<file path="src/hw/tdm_chan_defines.svh">
// constants for the subscriber bus channel data registers
// assumes byte addresses on a 32-bit AXI4-Lite bus, 96-bit frames
`ifndef TDM_CHAN_DEFINES_SVH
`define TDM_CHAN_DEFINES_SVH

// register byte addresses
`define ADDR_BUS_ACCESS 32'hF013000C
`define ADDR_IC_TX 32'hF0130010
`define ADDR_IC_RX 32'hF0130014
`define ADDR_CMD0_TX 32'hF0130018
`define ADDR_CMD0_RX 32'hF013001C
`define ADDR_CMD1_TX 32'hF0130020
`define ADDR_CMD1_RX 32'hF0130024
`define ADDR_MON_TX 32'hF0130028
`define ADDR_LINK_CTRL 32'hF0130040

// field widths
`define IC_W 8
`define CMD0_W 4
`define CMD1_W 6
`define MON_W 8
`define BAA_W 3

// reset values
`define RST_IC_TX 8'hFF
`define RST_CMD0_TX 4'hF
`define RST_CMD1_TX 6'h3F
`define RST_MON_TX 8'hFF
`define RST_BUS_ACCESS 3'h7

// link control register fields
`define CTRL_MON_EN_BIT 0
`define CTRL_MON_SEL_LSB 1
`define CTRL_WON_BIT 8

// frame layout: bit numbers from frame start, fields sent msb first
`define FRAME_BITS 7'h60
`define FRAME_LAST 7'h5F
`define CH_BITS 7'h20
`define MON_START 7'h10
`define CMD0_START 7'h1A
`define IC_START 7'h20
`define CMD1_START 7'h38
`define ARB_START 7'h5B

// bus responses
`define RESP_OKAY 2'h0
`define RESP_SLVERR 2'h2

`endif

</file>
<file path="src/hw/tdm_chan_pkg.sv">
// types for the subscriber bus channel data registers
// assumes field widths agree with tdm_chan_defines.svh
package tdm_chan_pkg;

   // software settings of the link side
   typedef struct packed {
      logic monitor_enable;
      logic [1:0] monitor_select;
      logic [2:0] bus_access_address;
   } link_ctrl_t;

   // write channel states
   typedef enum logic [1:0] {
      WR_COLLECT = 2'b01,
      WR_RESP = 2'b10
   } wr_state_t;

   // read channel states
   typedef enum logic [1:0] {
      RD_IDLE = 2'b01,
      RD_RESP = 2'b10
   } rd_state_t;

endpackage

</file>
<file path="src/hw/tdm_double_look.sv">
// accepts a received code only after two equal frames in a row
// assumes i_frame_done is a one-cycle pulse with i_code stable
`timescale 1ns/1ps
module tdm_double_look #(
   parameter int W = 4
) (
   // clock and reset
   input wire logic i_clk_sys,
   input wire logic i_reset_n,
   // frame input
   input wire logic i_frame_done,
   input wire logic [W-1:0] i_code,
   // accepted code
   output logic [W-1:0] o_code
);
   logic [W-1:0] prev;
   logic prev_valid;
   logic [W-1:0] code;
   logic [W-1:0] next_prev;
   logic next_prev_valid;
   logic [W-1:0] next_code;

   // compare with last frame
   always_comb begin
      next_prev = prev;
      next_prev_valid = prev_valid;
      next_code = code;
      if (i_frame_done) begin
         next_prev = i_code;
         next_prev_valid = 1'b1;
         if (prev_valid && (i_code == prev)) begin
            next_code = i_code;
         end
      end
   end

   // registers
   always_ff @(posedge i_clk_sys or negedge i_reset_n) begin
      if (!i_reset_n) begin
         prev <= '0;
         prev_valid <= 1'b0;
         code <= '0;
      end else begin
         prev <= next_prev;
         prev_valid <= next_prev_valid;
         code <= next_code;
      end
   end

   assign o_code = code;
endmodule

</file>
<file path="src/hw/tdm_subscriber_bus_channel_regs.sv">
// channel data registers of a tdm subscriber bus port, axi4-lite slave
// assumes the link clock, frame sync and data come from another domain
//
// Function
// - intercom tx byte, resets ones, sent
// - intercom rx byte readable, resets zero
// - cmd0 tx code repeated every frame while the bus access is won
// - cmd0 rx updates after two equal frames
// - cmd1 tx code repeated every frame
// - cmd1 rx updates after two equal frames
// - monitor byte on selected channel when enabled
// - bus access address arbitrates d/cmd0
//
// Decided for this implementation: the AXI4-Lite interface to the registers.
`timescale 1ns/1ps
`include "tdm_chan_defines.svh"
module tdm_subscriber_bus_channel_regs (
   // clock and reset
   input wire logic i_clk_sys,
   input wire logic i_reset_n,
   // axi4-lite write
   input wire logic [31:0] i_awaddr,
   input wire logic i_awvalid,
   output logic o_awready,
   input wire logic [31:0] i_wdata,
   input wire logic [3:0] i_wstrb,
   input wire logic i_wvalid,
   output logic o_wready,
   output logic [1:0] o_bresp,
   output logic o_bvalid,
   input wire logic i_bready,
   // axi4-lite read
   input wire logic [31:0] i_araddr,
   input wire logic i_arvalid,
   output logic o_arready,
   output logic [31:0] o_rdata,
   output logic [1:0] o_rresp,
   output logic o_rvalid,
   input wire logic i_rready,
   // link pins
   input wire logic i_link_clk,
   input wire logic i_link_sync,
   input wire logic i_link_din,
   output logic o_link_dout,
   output logic o_link_dout_oe_n
);
   // register state
   tdm_chan_pkg::wr_state_t wr_state, next_wr_state;
   tdm_chan_pkg::rd_state_t rd_state, next_rd_state;
   tdm_chan_pkg::link_ctrl_t ctrl, next_ctrl;
   logic aw_got, next_aw_got;
   logic w_got, next_w_got;
   logic [31:0] awaddr_q, next_awaddr_q;
   logic [31:0] wdata_q, next_wdata_q;
   logic wstrb0_q, next_wstrb0_q;
   logic [1:0] bresp, next_bresp;
   logic [31:0] rdata, next_rdata;
   logic [1:0] rresp, next_rresp;
   logic [7:0] ic_tx, next_ic_tx;
   logic [3:0] cmd0_tx, next_cmd0_tx;
   logic [5:0] cmd1_tx, next_cmd1_tx;
   logic [7:0] mon_tx, next_mon_tx;
   // link state
   logic [1:0] clk_sync, din_sync, fs_sync;
   logic clk_prev;
   logic [6:0] bit_cnt, next_bit_cnt;
   logic [95:0] rx_frame, next_rx_frame;
   logic dout, next_dout;
   logic dout_oe_n, next_dout_oe_n;
   logic lost, next_lost;
   logic won, next_won;
   logic frame_done, next_frame_done;
   logic [7:0] ic_rx, next_ic_rx;
   // accepted codes
   logic [3:0] cmd0_rx;
   logic [5:0] cmd1_rx;
   // helpers
   logic rise, fall;
   logic [6:0] cur;
   logic [6:0] arb_off;
   logic [95:0] tx_frame, tx_mask;
   logic [31:0] rd_word;
   logic rd_hit;
   logic wr_hit;

   // read mux, upper bits zero
   always_comb begin
      rd_word = 32'h0;
      rd_hit = 1'b1;
      case (i_araddr)
         `ADDR_IC_TX: rd_word[7:0] = ic_tx;
         `ADDR_IC_RX: rd_word[7:0] = ic_rx;
         `ADDR_CMD0_TX: rd_word[3:0] = cmd0_tx;
         `ADDR_CMD0_RX: rd_word[3:0] = cmd0_rx;
         `ADDR_CMD1_TX: rd_word[5:0] = cmd1_tx;
         `ADDR_CMD1_RX: rd_word[5:0] = cmd1_rx;
         `ADDR_MON_TX: rd_word[7:0] = mon_tx;
         `ADDR_BUS_ACCESS: rd_word[2:0] = ctrl.bus_access_address;
         `ADDR_LINK_CTRL: begin
            rd_word[`CTRL_MON_EN_BIT] = ctrl.monitor_enable;
            rd_word[`CTRL_MON_SEL_LSB +: 2] = ctrl.monitor_select;
            rd_word[`CTRL_WON_BIT] = won;
         end
         default: rd_hit = 1'b0;
      endcase
   end

   // write channel and writable registers
   always_comb begin
      next_wr_state = wr_state;
      next_aw_got = aw_got;
      next_w_got = w_got;
      next_awaddr_q = awaddr_q;
      next_wdata_q = wdata_q;
      next_wstrb0_q = wstrb0_q;
      next_bresp = bresp;
      next_ctrl = ctrl;
      next_ic_tx = ic_tx;
      next_cmd0_tx = cmd0_tx;
      next_cmd1_tx = cmd1_tx;
      next_mon_tx = mon_tx;
      wr_hit = 1'b0;
      case (wr_state)
         tdm_chan_pkg::WR_COLLECT: begin
            if (i_awvalid && !aw_got) begin
               next_aw_got = 1'b1;
               next_awaddr_q = i_awaddr;
            end
            if (i_wvalid && !w_got) begin
               next_w_got = 1'b1;
               next_wdata_q = i_wdata;
               next_wstrb0_q = i_wstrb[0];
            end
            if (next_aw_got && next_w_got) begin
               wr_hit = 1'b1;
               case (next_awaddr_q)
                  `ADDR_IC_TX: begin
                     if (next_wstrb0_q) next_ic_tx = next_wdata_q[7:0];
                  end
                  `ADDR_CMD0_TX: begin
                     if (next_wstrb0_q) next_cmd0_tx = next_wdata_q[3:0];
                  end
                  `ADDR_CMD1_TX: begin
                     if (next_wstrb0_q) next_cmd1_tx = next_wdata_q[5:0];
                  end
                  `ADDR_MON_TX: begin
                     if (next_wstrb0_q) next_mon_tx = next_wdata_q[7:0];
                  end
                  `ADDR_BUS_ACCESS: begin
                     if (next_wstrb0_q) next_ctrl.bus_access_address = next_wdata_q[2:0];
                  end
                  `ADDR_LINK_CTRL: begin
                     if (next_wstrb0_q) begin
                        next_ctrl.monitor_enable = next_wdata_q[`CTRL_MON_EN_BIT];
                        next_ctrl.monitor_select = next_wdata_q[`CTRL_MON_SEL_LSB +: 2];
                     end
                  end
                  `ADDR_IC_RX, `ADDR_CMD0_RX, `ADDR_CMD1_RX: wr_hit = 1'b1;
                  default: wr_hit = 1'b0;
               endcase
               next_bresp = wr_hit ? `RESP_OKAY : `RESP_SLVERR;
               next_aw_got = 1'b0;
               next_w_got = 1'b0;
               next_wr_state = tdm_chan_pkg::WR_RESP;
            end
         end
         tdm_chan_pkg::WR_RESP: begin
            if (i_bready) next_wr_state = tdm_chan_pkg::WR_COLLECT;
         end
         default: next_wr_state = tdm_chan_pkg::WR_COLLECT;
      endcase
   end

   // read channel
   always_comb begin
      next_rd_state = rd_state;
      next_rdata = rdata;
      next_rresp = rresp;
      case (rd_state)
         tdm_chan_pkg::RD_IDLE: begin
            if (i_arvalid) begin
               next_rdata = rd_word;
               next_rresp = rd_hit ? `RESP_OKAY : `RESP_SLVERR;
               next_rd_state = tdm_chan_pkg::RD_RESP;
            end
         end
         tdm_chan_pkg::RD_RESP: begin
            if (i_rready) next_rd_state = tdm_chan_pkg::RD_IDLE;
         end
         default: next_rd_state = tdm_chan_pkg::RD_IDLE;
      endcase
   end

   // bus registers
   always_ff @(posedge i_clk_sys or negedge i_reset_n) begin
      if (!i_reset_n) begin
         wr_state <= tdm_chan_pkg::WR_COLLECT;
         rd_state <= tdm_chan_pkg::RD_IDLE;
         aw_got <= 1'b0;
         w_got <= 1'b0;
         awaddr_q <= 32'h0;
         wdata_q <= 32'h0;
         wstrb0_q <= 1'b0;
         bresp <= `RESP_OKAY;
         rdata <= 32'h0;
         rresp <= `RESP_OKAY;
         ctrl <= '{monitor_enable: 1'b0, monitor_select: 2'h0,
                   bus_access_address: `RST_BUS_ACCESS};
         ic_tx <= `RST_IC_TX;
         cmd0_tx <= `RST_CMD0_TX;
         cmd1_tx <= `RST_CMD1_TX;
         mon_tx <= `RST_MON_TX;
      end else begin
         wr_state <= next_wr_state;
         rd_state <= next_rd_state;
         aw_got <= next_aw_got;
         w_got <= next_w_got;
         awaddr_q <= next_awaddr_q;
         wdata_q <= next_wdata_q;
         wstrb0_q <= next_wstrb0_q;
         bresp <= next_bresp;
         rdata <= next_rdata;
         rresp <= next_rresp;
         ctrl <= next_ctrl;
         ic_tx <= next_ic_tx;
         cmd0_tx <= next_cmd0_tx;
         cmd1_tx <= next_cmd1_tx;
         mon_tx <= next_mon_tx;
      end
   end

   // bus handshake outputs
   assign o_awready = (wr_state == tdm_chan_pkg::WR_COLLECT) && !aw_got;
   assign o_wready = (wr_state == tdm_chan_pkg::WR_COLLECT) && !w_got;
   assign o_bvalid = (wr_state == tdm_chan_pkg::WR_RESP);
   assign o_bresp = bresp;
   assign o_arready = (rd_state == tdm_chan_pkg::RD_IDLE);
   assign o_rvalid = (rd_state == tdm_chan_pkg::RD_RESP);
   assign o_rdata = rdata;
   assign o_rresp = rresp;

   // transmit frame image, msb of each field first on the wire
   always_comb begin
      tx_frame = 96'h0;
      tx_mask = 96'h0;
      tx_frame[`FRAME_LAST - `IC_START -: 8] = ic_tx;
      tx_mask[`FRAME_LAST - `IC_START -: 8] = 8'hFF;
      tx_frame[`FRAME_LAST - `CMD0_START -: 4] = cmd0_tx;
      tx_mask[`FRAME_LAST - `CMD0_START -: 4] = {4{won}};
      tx_frame[`FRAME_LAST - `CMD1_START -: 6] = cmd1_tx;
      tx_mask[`FRAME_LAST - `CMD1_START -: 6] = 6'h3F;
      case (ctrl.monitor_select)
         2'h0: begin
            tx_frame[`FRAME_LAST - `MON_START -: 8] = mon_tx;
            tx_mask[`FRAME_LAST - `MON_START -: 8] = {8{ctrl.monitor_enable}};
         end
         2'h1: begin
            tx_frame[`FRAME_LAST - `MON_START - `CH_BITS -: 8] = mon_tx;
            tx_mask[`FRAME_LAST - `MON_START - `CH_BITS -: 8] = {8{ctrl.monitor_enable}};
         end
         2'h2: begin
            tx_frame[`FRAME_LAST - `MON_START - 2 * `CH_BITS -: 8] = mon_tx;
            tx_mask[`FRAME_LAST - `MON_START - 2 * `CH_BITS -: 8] =
               {8{ctrl.monitor_enable}};
         end
         default: ;
      endcase
      // address bits, zeros pulled low only
      tx_mask[`FRAME_LAST - `ARB_START -: 3] = ~ctrl.bus_access_address & {3{!lost}};
   end

   // link edge detection on the synchronised clock
   assign rise = clk_sync[1] && !clk_prev;
   assign fall = !clk_sync[1] && clk_prev;
   assign cur = (rise && fs_sync[1]) ? 7'h0 : bit_cnt;
   assign arb_off = 7'(bit_cnt - `ARB_START);

   // bit counter, drive on rising edge, sample on falling edge
   always_comb begin
      next_bit_cnt = bit_cnt;
      next_rx_frame = rx_frame;
      next_dout = dout;
      next_dout_oe_n = dout_oe_n;
      next_lost = lost;
      next_won = won;
      next_frame_done = 1'b0;
      next_ic_rx = ic_rx;
      if (rise) begin
         next_bit_cnt = cur;
         if (cur < `FRAME_BITS) begin
            next_dout = tx_frame[7'(`FRAME_LAST - cur)];
            next_dout_oe_n = !tx_mask[7'(`FRAME_LAST - cur)];
         end else begin
            next_dout = 1'b1;
            next_dout_oe_n = 1'b1;
         end
         if (fs_sync[1]) next_lost = 1'b0;
      end else if (fall && (bit_cnt < `FRAME_BITS)) begin
         next_rx_frame[7'(`FRAME_LAST - bit_cnt)] = din_sync[1];
         // lose on a zero over our one
         if ((bit_cnt >= `ARB_START) && (arb_off < 7'h3) &&
             ctrl.bus_access_address[2'(7'h2 - arb_off)] && !din_sync[1]) begin
            next_lost = 1'b1;
         end
         next_bit_cnt = 7'(bit_cnt + 7'h1);
         if (bit_cnt == `FRAME_LAST) begin
            next_frame_done = 1'b1;
            next_won = !next_lost;
         end
      end
      if (frame_done) next_ic_rx = rx_frame[`FRAME_LAST - `IC_START -: 8];
   end

   // link registers, the first sync stage feeds only the second
   always_ff @(posedge i_clk_sys or negedge i_reset_n) begin
      if (!i_reset_n) begin
         clk_sync <= 2'h0;
         din_sync <= 2'h3;
         fs_sync <= 2'h0;
         clk_prev <= 1'b0;
         bit_cnt <= `FRAME_BITS;
         rx_frame <= 96'h0;
         dout <= 1'b1;
         dout_oe_n <= 1'b1;
         lost <= 1'b0;
         won <= 1'b0;
         frame_done <= 1'b0;
         ic_rx <= 8'h0;
      end else begin
         clk_sync <= {clk_sync[0], i_link_clk};
         din_sync <= {din_sync[0], i_link_din};
         fs_sync <= {fs_sync[0], i_link_sync};
         clk_prev <= clk_sync[1];
         bit_cnt <= next_bit_cnt;
         rx_frame <= next_rx_frame;
         dout <= next_dout;
         dout_oe_n <= next_dout_oe_n;
         lost <= next_lost;
         won <= next_won;
         frame_done <= next_frame_done;
         ic_rx <= next_ic_rx;
      end
   end

   assign o_link_dout = dout;
   assign o_link_dout_oe_n = dout_oe_n;

   tdm_double_look #(.W(`CMD0_W)) cmd0_look (
      .i_clk_sys(i_clk_sys),
      .i_reset_n(i_reset_n),
      .i_frame_done(frame_done),
      .i_code(rx_frame[`FRAME_LAST - `CMD0_START -: 4]),
      .o_code(cmd0_rx)
   );

   tdm_double_look #(.W(`CMD1_W)) cmd1_look (
      .i_clk_sys(i_clk_sys),
      .i_reset_n(i_reset_n),
      .i_frame_done(frame_done),
      .i_code(rx_frame[`FRAME_LAST - `CMD1_START -: 6]),
      .o_code(cmd1_rx)
   );
endmodule

</file>
<file path="config.mk">
export PLATFORM = sky130hd
export DESIGN_NAME = tdm_subscriber_bus_channel_regs
export DESIGN_NICKNAME = d
export VERILOG_FILES = /design/src/hw/tdm_chan_pkg.sv /design/src/hw/tdm_double_look.sv /design/src/hw/tdm_subscriber_bus_channel_regs.sv
export VERILOG_INCLUDE_DIRS = /design/src /design/src/hw
export SDC_FILE = /design/constraint.sdc
export NUM_CORES = 1
export LEC_CHECK = 0
export ABC_AREA = 1
export BUFFER_PORTS_ARGS = -buffer_cell sky130_fd_sc_hd__buf_2
export CAP_MARGIN = 10
export CORE_MARGIN = 5
export CORE_UTILIZATION = 35
export DETAILED_ROUTE_END_ITERATION = 12
export HOLD_SLACK_MARGIN = 0.05
export SYNTH_ARGS = -nofsm -noshare
export SYNTH_HDL_FRONTEND = slang
export SYNTH_SLANG_ARGS = --single-unit
</file>
<file path="constraint.sdc">
create_clock -name i_clk_sys -period 2.99 [get_ports i_clk_sys]
set_input_delay 0.299 -clock i_clk_sys [delete_from_list [all_inputs] [get_ports i_clk_sys]]
set_output_delay 0.299 -clock i_clk_sys [all_outputs]
set_load 0.005 [all_outputs]
</file>
==> results.cfg <==
[timing]
final_max_slew_viol_count = 0
hold_viol_final = 0
slew-limit-headroom = 0.4325
tns_ns = 0
fin_crit_ns = 2.502
setup_ws_ns = 0.4883
finClkSkew_ns = 0.01215
rsz0062_at_grt = false
max_freq_mhz = 399.7
whs_ns = 0.08980
worst_slew_pin_slew_ns = 0.8443
setup_viol = 0
period_share = 0.8367

[yosys]
syn_area_per_cell_sq_um = 7.350
synth_edf_count = 0
synth_top_area_frac = 0.3373
synthArstFlopShare = 1.000
yosysMostFrequentCell = nand2_1
synth_cells = 1201
yosys-top-cells-area = dfrtp_1 (34%), nand2_1 (16%), dfstp_2 (11%)
synth-main-ff-cell = dfrtp_1
ys_seq_area_frac = 0.4475
synth.distinct_cells = 43
syn_area_sq_um = 8827
synth_commonest_cells = nand2_1 (383), inv_1 (122), dfrtp_1 (119)
yosys_warnings = 0
yosysTopAreaCell = dfrtp_1
ys_ff_latch = 156

[detailed_routing]
drc = 0
wl_per_cell_um = 14.23
ant_nets = 0
vias = 8010
drt_pass1_iterations = 5
drtIter0Drc = 544
viasPerCell = 4.890
drt_wl_total_um = 23300

[critical_path]
crit_arrival_ns = 2.83
setup.worst_path.class = flop to flop
critPathCapture = cmd1_tx[1]
required_ns = 3.32
cpPeakStageDelay_ns = 0.44
worstPathCellList = inv_2 > nand2_4 > nand2_1 > o21ai_2 > nand2_1 > nor2_1 > nand2_2 > nor2_8 > nand4_2 > nand2_1 > o21ai_1
crit_buf_inv = 1
rr_endpoint = cmd1_tx[1]
ff2ff_path_depth = 11
crit_top_cell = nand2_1
crit_start = aw_got
regToRegStartpoint = aw_got
rrSetupSlack_ns = 0.49
cp_max_fo = 53
cpMaxStageDelayCell = dfrtp_1
path_depth = 11
path_delay_family = simple AND/OR/NAND/NOR gates
start_kind = flop
critical_path.endpoint_type = flop

[grt]
grt_max_degree = 58
grt_first_pass_wirelength_um = 39030
grt_pass1_vias = 7648
grtUsageTotal = 0.1672
overflow = 0
antenna_found_initial = 0

[floorplan]
die_width_um = 168.8
start_util = 0.3526
ios = 153
core_area_sq_um = 25040
die_h_um = 168.8
num_rows = 58
dieArea_sq_um = 28500

[power_and_ir_drop]
power.internal_mw = 4.431
power_leakage_nw = 4.840
peakVddDrop_mv = 0.5296
combPwrFrac = 0.294
p_sw_mw = 2.611
power.share.clock = 0.317
power_density_nw_per_um2 = 690.8
seqPwrFrac = 0.389
switching_share = 0.3708

[clocking]
cts_buffers = 17
post_cts_resize_count = 0
htreeDepth = 4
cts_tree = built
cts-root-buf = clkbuf_16
clkTransAtPathRegs_ns = 0.07
cts_sinks = 156
insertion_delay_ns = 0.43
cts_buffer_depth = 2

[finish]
area_delta_synth_final_pct = 15.48
drive_above_1_share = 0.1651
n_fill_cell = 2581
fin_area_sq_um = 10190
nets = 1407
antennaDiodeCount = 0

[place]
portBuffers = 100
gp_congestion = 0.8997
place_ws_ns = 0.5031
placed_cell_area_sq_um = 9549
hpwl_um = 17310

[run_status]
status = completed

[hold_path]
min-delay-path-class = input port to flop
holdCritStartpoint = i_bready

[run]
drv_cap = 0
-- worst reg2reg max path: cells and delay by family (launching register included) --
family	cells	cell delay [ns]
compound gates	2	0.16
buf+inv	1	0.09
flops	1	0.44
simple gates	8	1.71
-- layout make-up --
class / count / area (sq um) / area share
flip-flops and latches: 156 / 3950 / 0.3875
multi-input cells: 877 / 4088 / 0.4010
repair buffers: 116 / 661.9 / 0.06493
clock buffers: 17 / 425.4 / 0.04173
inverters: 127 / 476.7 / 0.04677
clock inverters: 15 / 178.9 / 0.01755
well taps: 330 / 412.9 / 0.04051
-- sequential cells by signal (all words and copies together) (netlist names), 2 cells and up --
signal,cells
awaddr_q,32
rx_frame,18
o_rdata,9
ic_rx,8
ic_tx,8
mon_tx,8
wdata_q,8
bit_cnt,7
cmd1_look.o_code,6
cmd1_look.prev,6
cmd1_tx,6
ctrl,6
cmd0_look.o_code,4
cmd0_look.prev,4
cmd0_tx,4
clk_sync,2
din_sync,2
fs_sync,2
rd_state,2
wr_state,2
-- power groups by stage --
| stage | combinational (mW) | clock, mW | sequential [mW] |
|---|---|---|---|
| floorplan | 1.59 | 0 | 2.71 |
| global placement | 2.04 | 0 | 2.76 |
| detailed placement | 2.08 | 0 | 2.77 |
| CTS | 2.09 | 2.29 | 2.74 |
| global route | 2.41 | 2.39 | 2.79 |
| finish | 2.07 | 2.23 | 2.74 |
-- worst min path at each step --
stage / end / cells past startpoint
after floorplan: aw_got / 0
after detailed placement: awaddr_q[30] / 1
after global placement: awaddr_q[30] / 1
after CTS: wr_state[0] / 3
after global routing: wr_state[0] / 3
final: wr_state[0] / 3
-- cells in the final DEF (no fill, tap or decap), types with 3 or more instances in the layout --
| cell | synthesis | layout |
|---|---|---|
| o21ai_2 | 3 | 3 |
| inv_6 | 0 | 4 |
| o211ai_1 | 5 | 5 |
| o21ai_0 | 101 | 101 |
| nand4_1 | 11 | 11 |
| clkbuf_16 | 0 | 17 |
| nand2_1 | 383 | 383 |
| inv_2 | 3 | 3 |
| nor4_1 | 4 | 4 |
| a21oi_1 | 19 | 19 |
| nand2_2 | 4 | 4 |
| nor3_1 | 11 | 11 |
| dlygate4sd3_1 | 0 | 4 |
| conb_1 | 1 | 25 |
| o2111ai_1 | 3 | 3 |
| o22ai_1 | 5 | 5 |
| nand3_1 | 96 | 96 |
| dfrtp_1 | 119 | 119 |
| a221oi_1 | 3 | 3 |
| buf_2 | 0 | 99 |
| mux2i_1 | 9 | 9 |
| inv_1 | 122 | 122 |
| nor2_4 | 4 | 4 |
| inv_8 | 0 | 3 |
| nor2_2 | 8 | 9 |
| nand4_4 | 4 | 4 |
| o21ai_1 | 43 | 43 |
| nand3b_1 | 3 | 3 |
| dfstp_2 | 37 | 37 |
| nor2_1 | 104 | 103 |
| buf_4 | 27 | 10 |
| a31oi_1 | 12 | 12 |
-- per-layer routing --
metal,vias up,wire length [um],share of wire,track usage
met2,234,10540,0.45,0.2650
met3,20,1386,0.059,0.03433
li1,4056,-,-,-
met4,0,272,0.012,0.04340
met5,-,0,0,0
met1,3700,11100,0.48,0.2343
-- kinds of logic (layout without fill, tap and decap cells) --
kind of cell | after synthesis | count (layout) | share of synthesized area
buffers and inverters | 192 | 275 | 0.09993
other | 1 | 25 | 0.0004248
XOR/XNOR | 1 | 1 | 0.0009924
multiplexers | 10 | 10 | 0.01148
AND/OR/NAND/NOR | 639 | 639 | 0.3140
adder cells (fa/ha/maj) | 2 | 2 | 0.002834
AO/OA/AOI/OAI | 200 | 200 | 0.1229
flip-flops | 156 | 156 | 0.4475
-- repair_timing --
| item | 4_1_cts | 5_1_grt |
|---|---|---|
| buffers inserted | 0 | 0 |
| endpoints found under the hold margin | 41 | 0 |
| hold buffers | 4 | 0 |
-- per-stage QoR --
step / util / power, mW / std cells
after detailed placement: 0.3814 / 4.850 / 1602
after global placement: 0.3814 / 4.799 / 1602
final: 0.4071 / 7.041 / 1638
after global routing: 0.4071 / 7.594 / 1638
after floorplan: - / 4.307 / 1225
after CTS: 0.4071 / 7.120 / 1638
No activity file was read; power rests on OpenSTA's default activity.
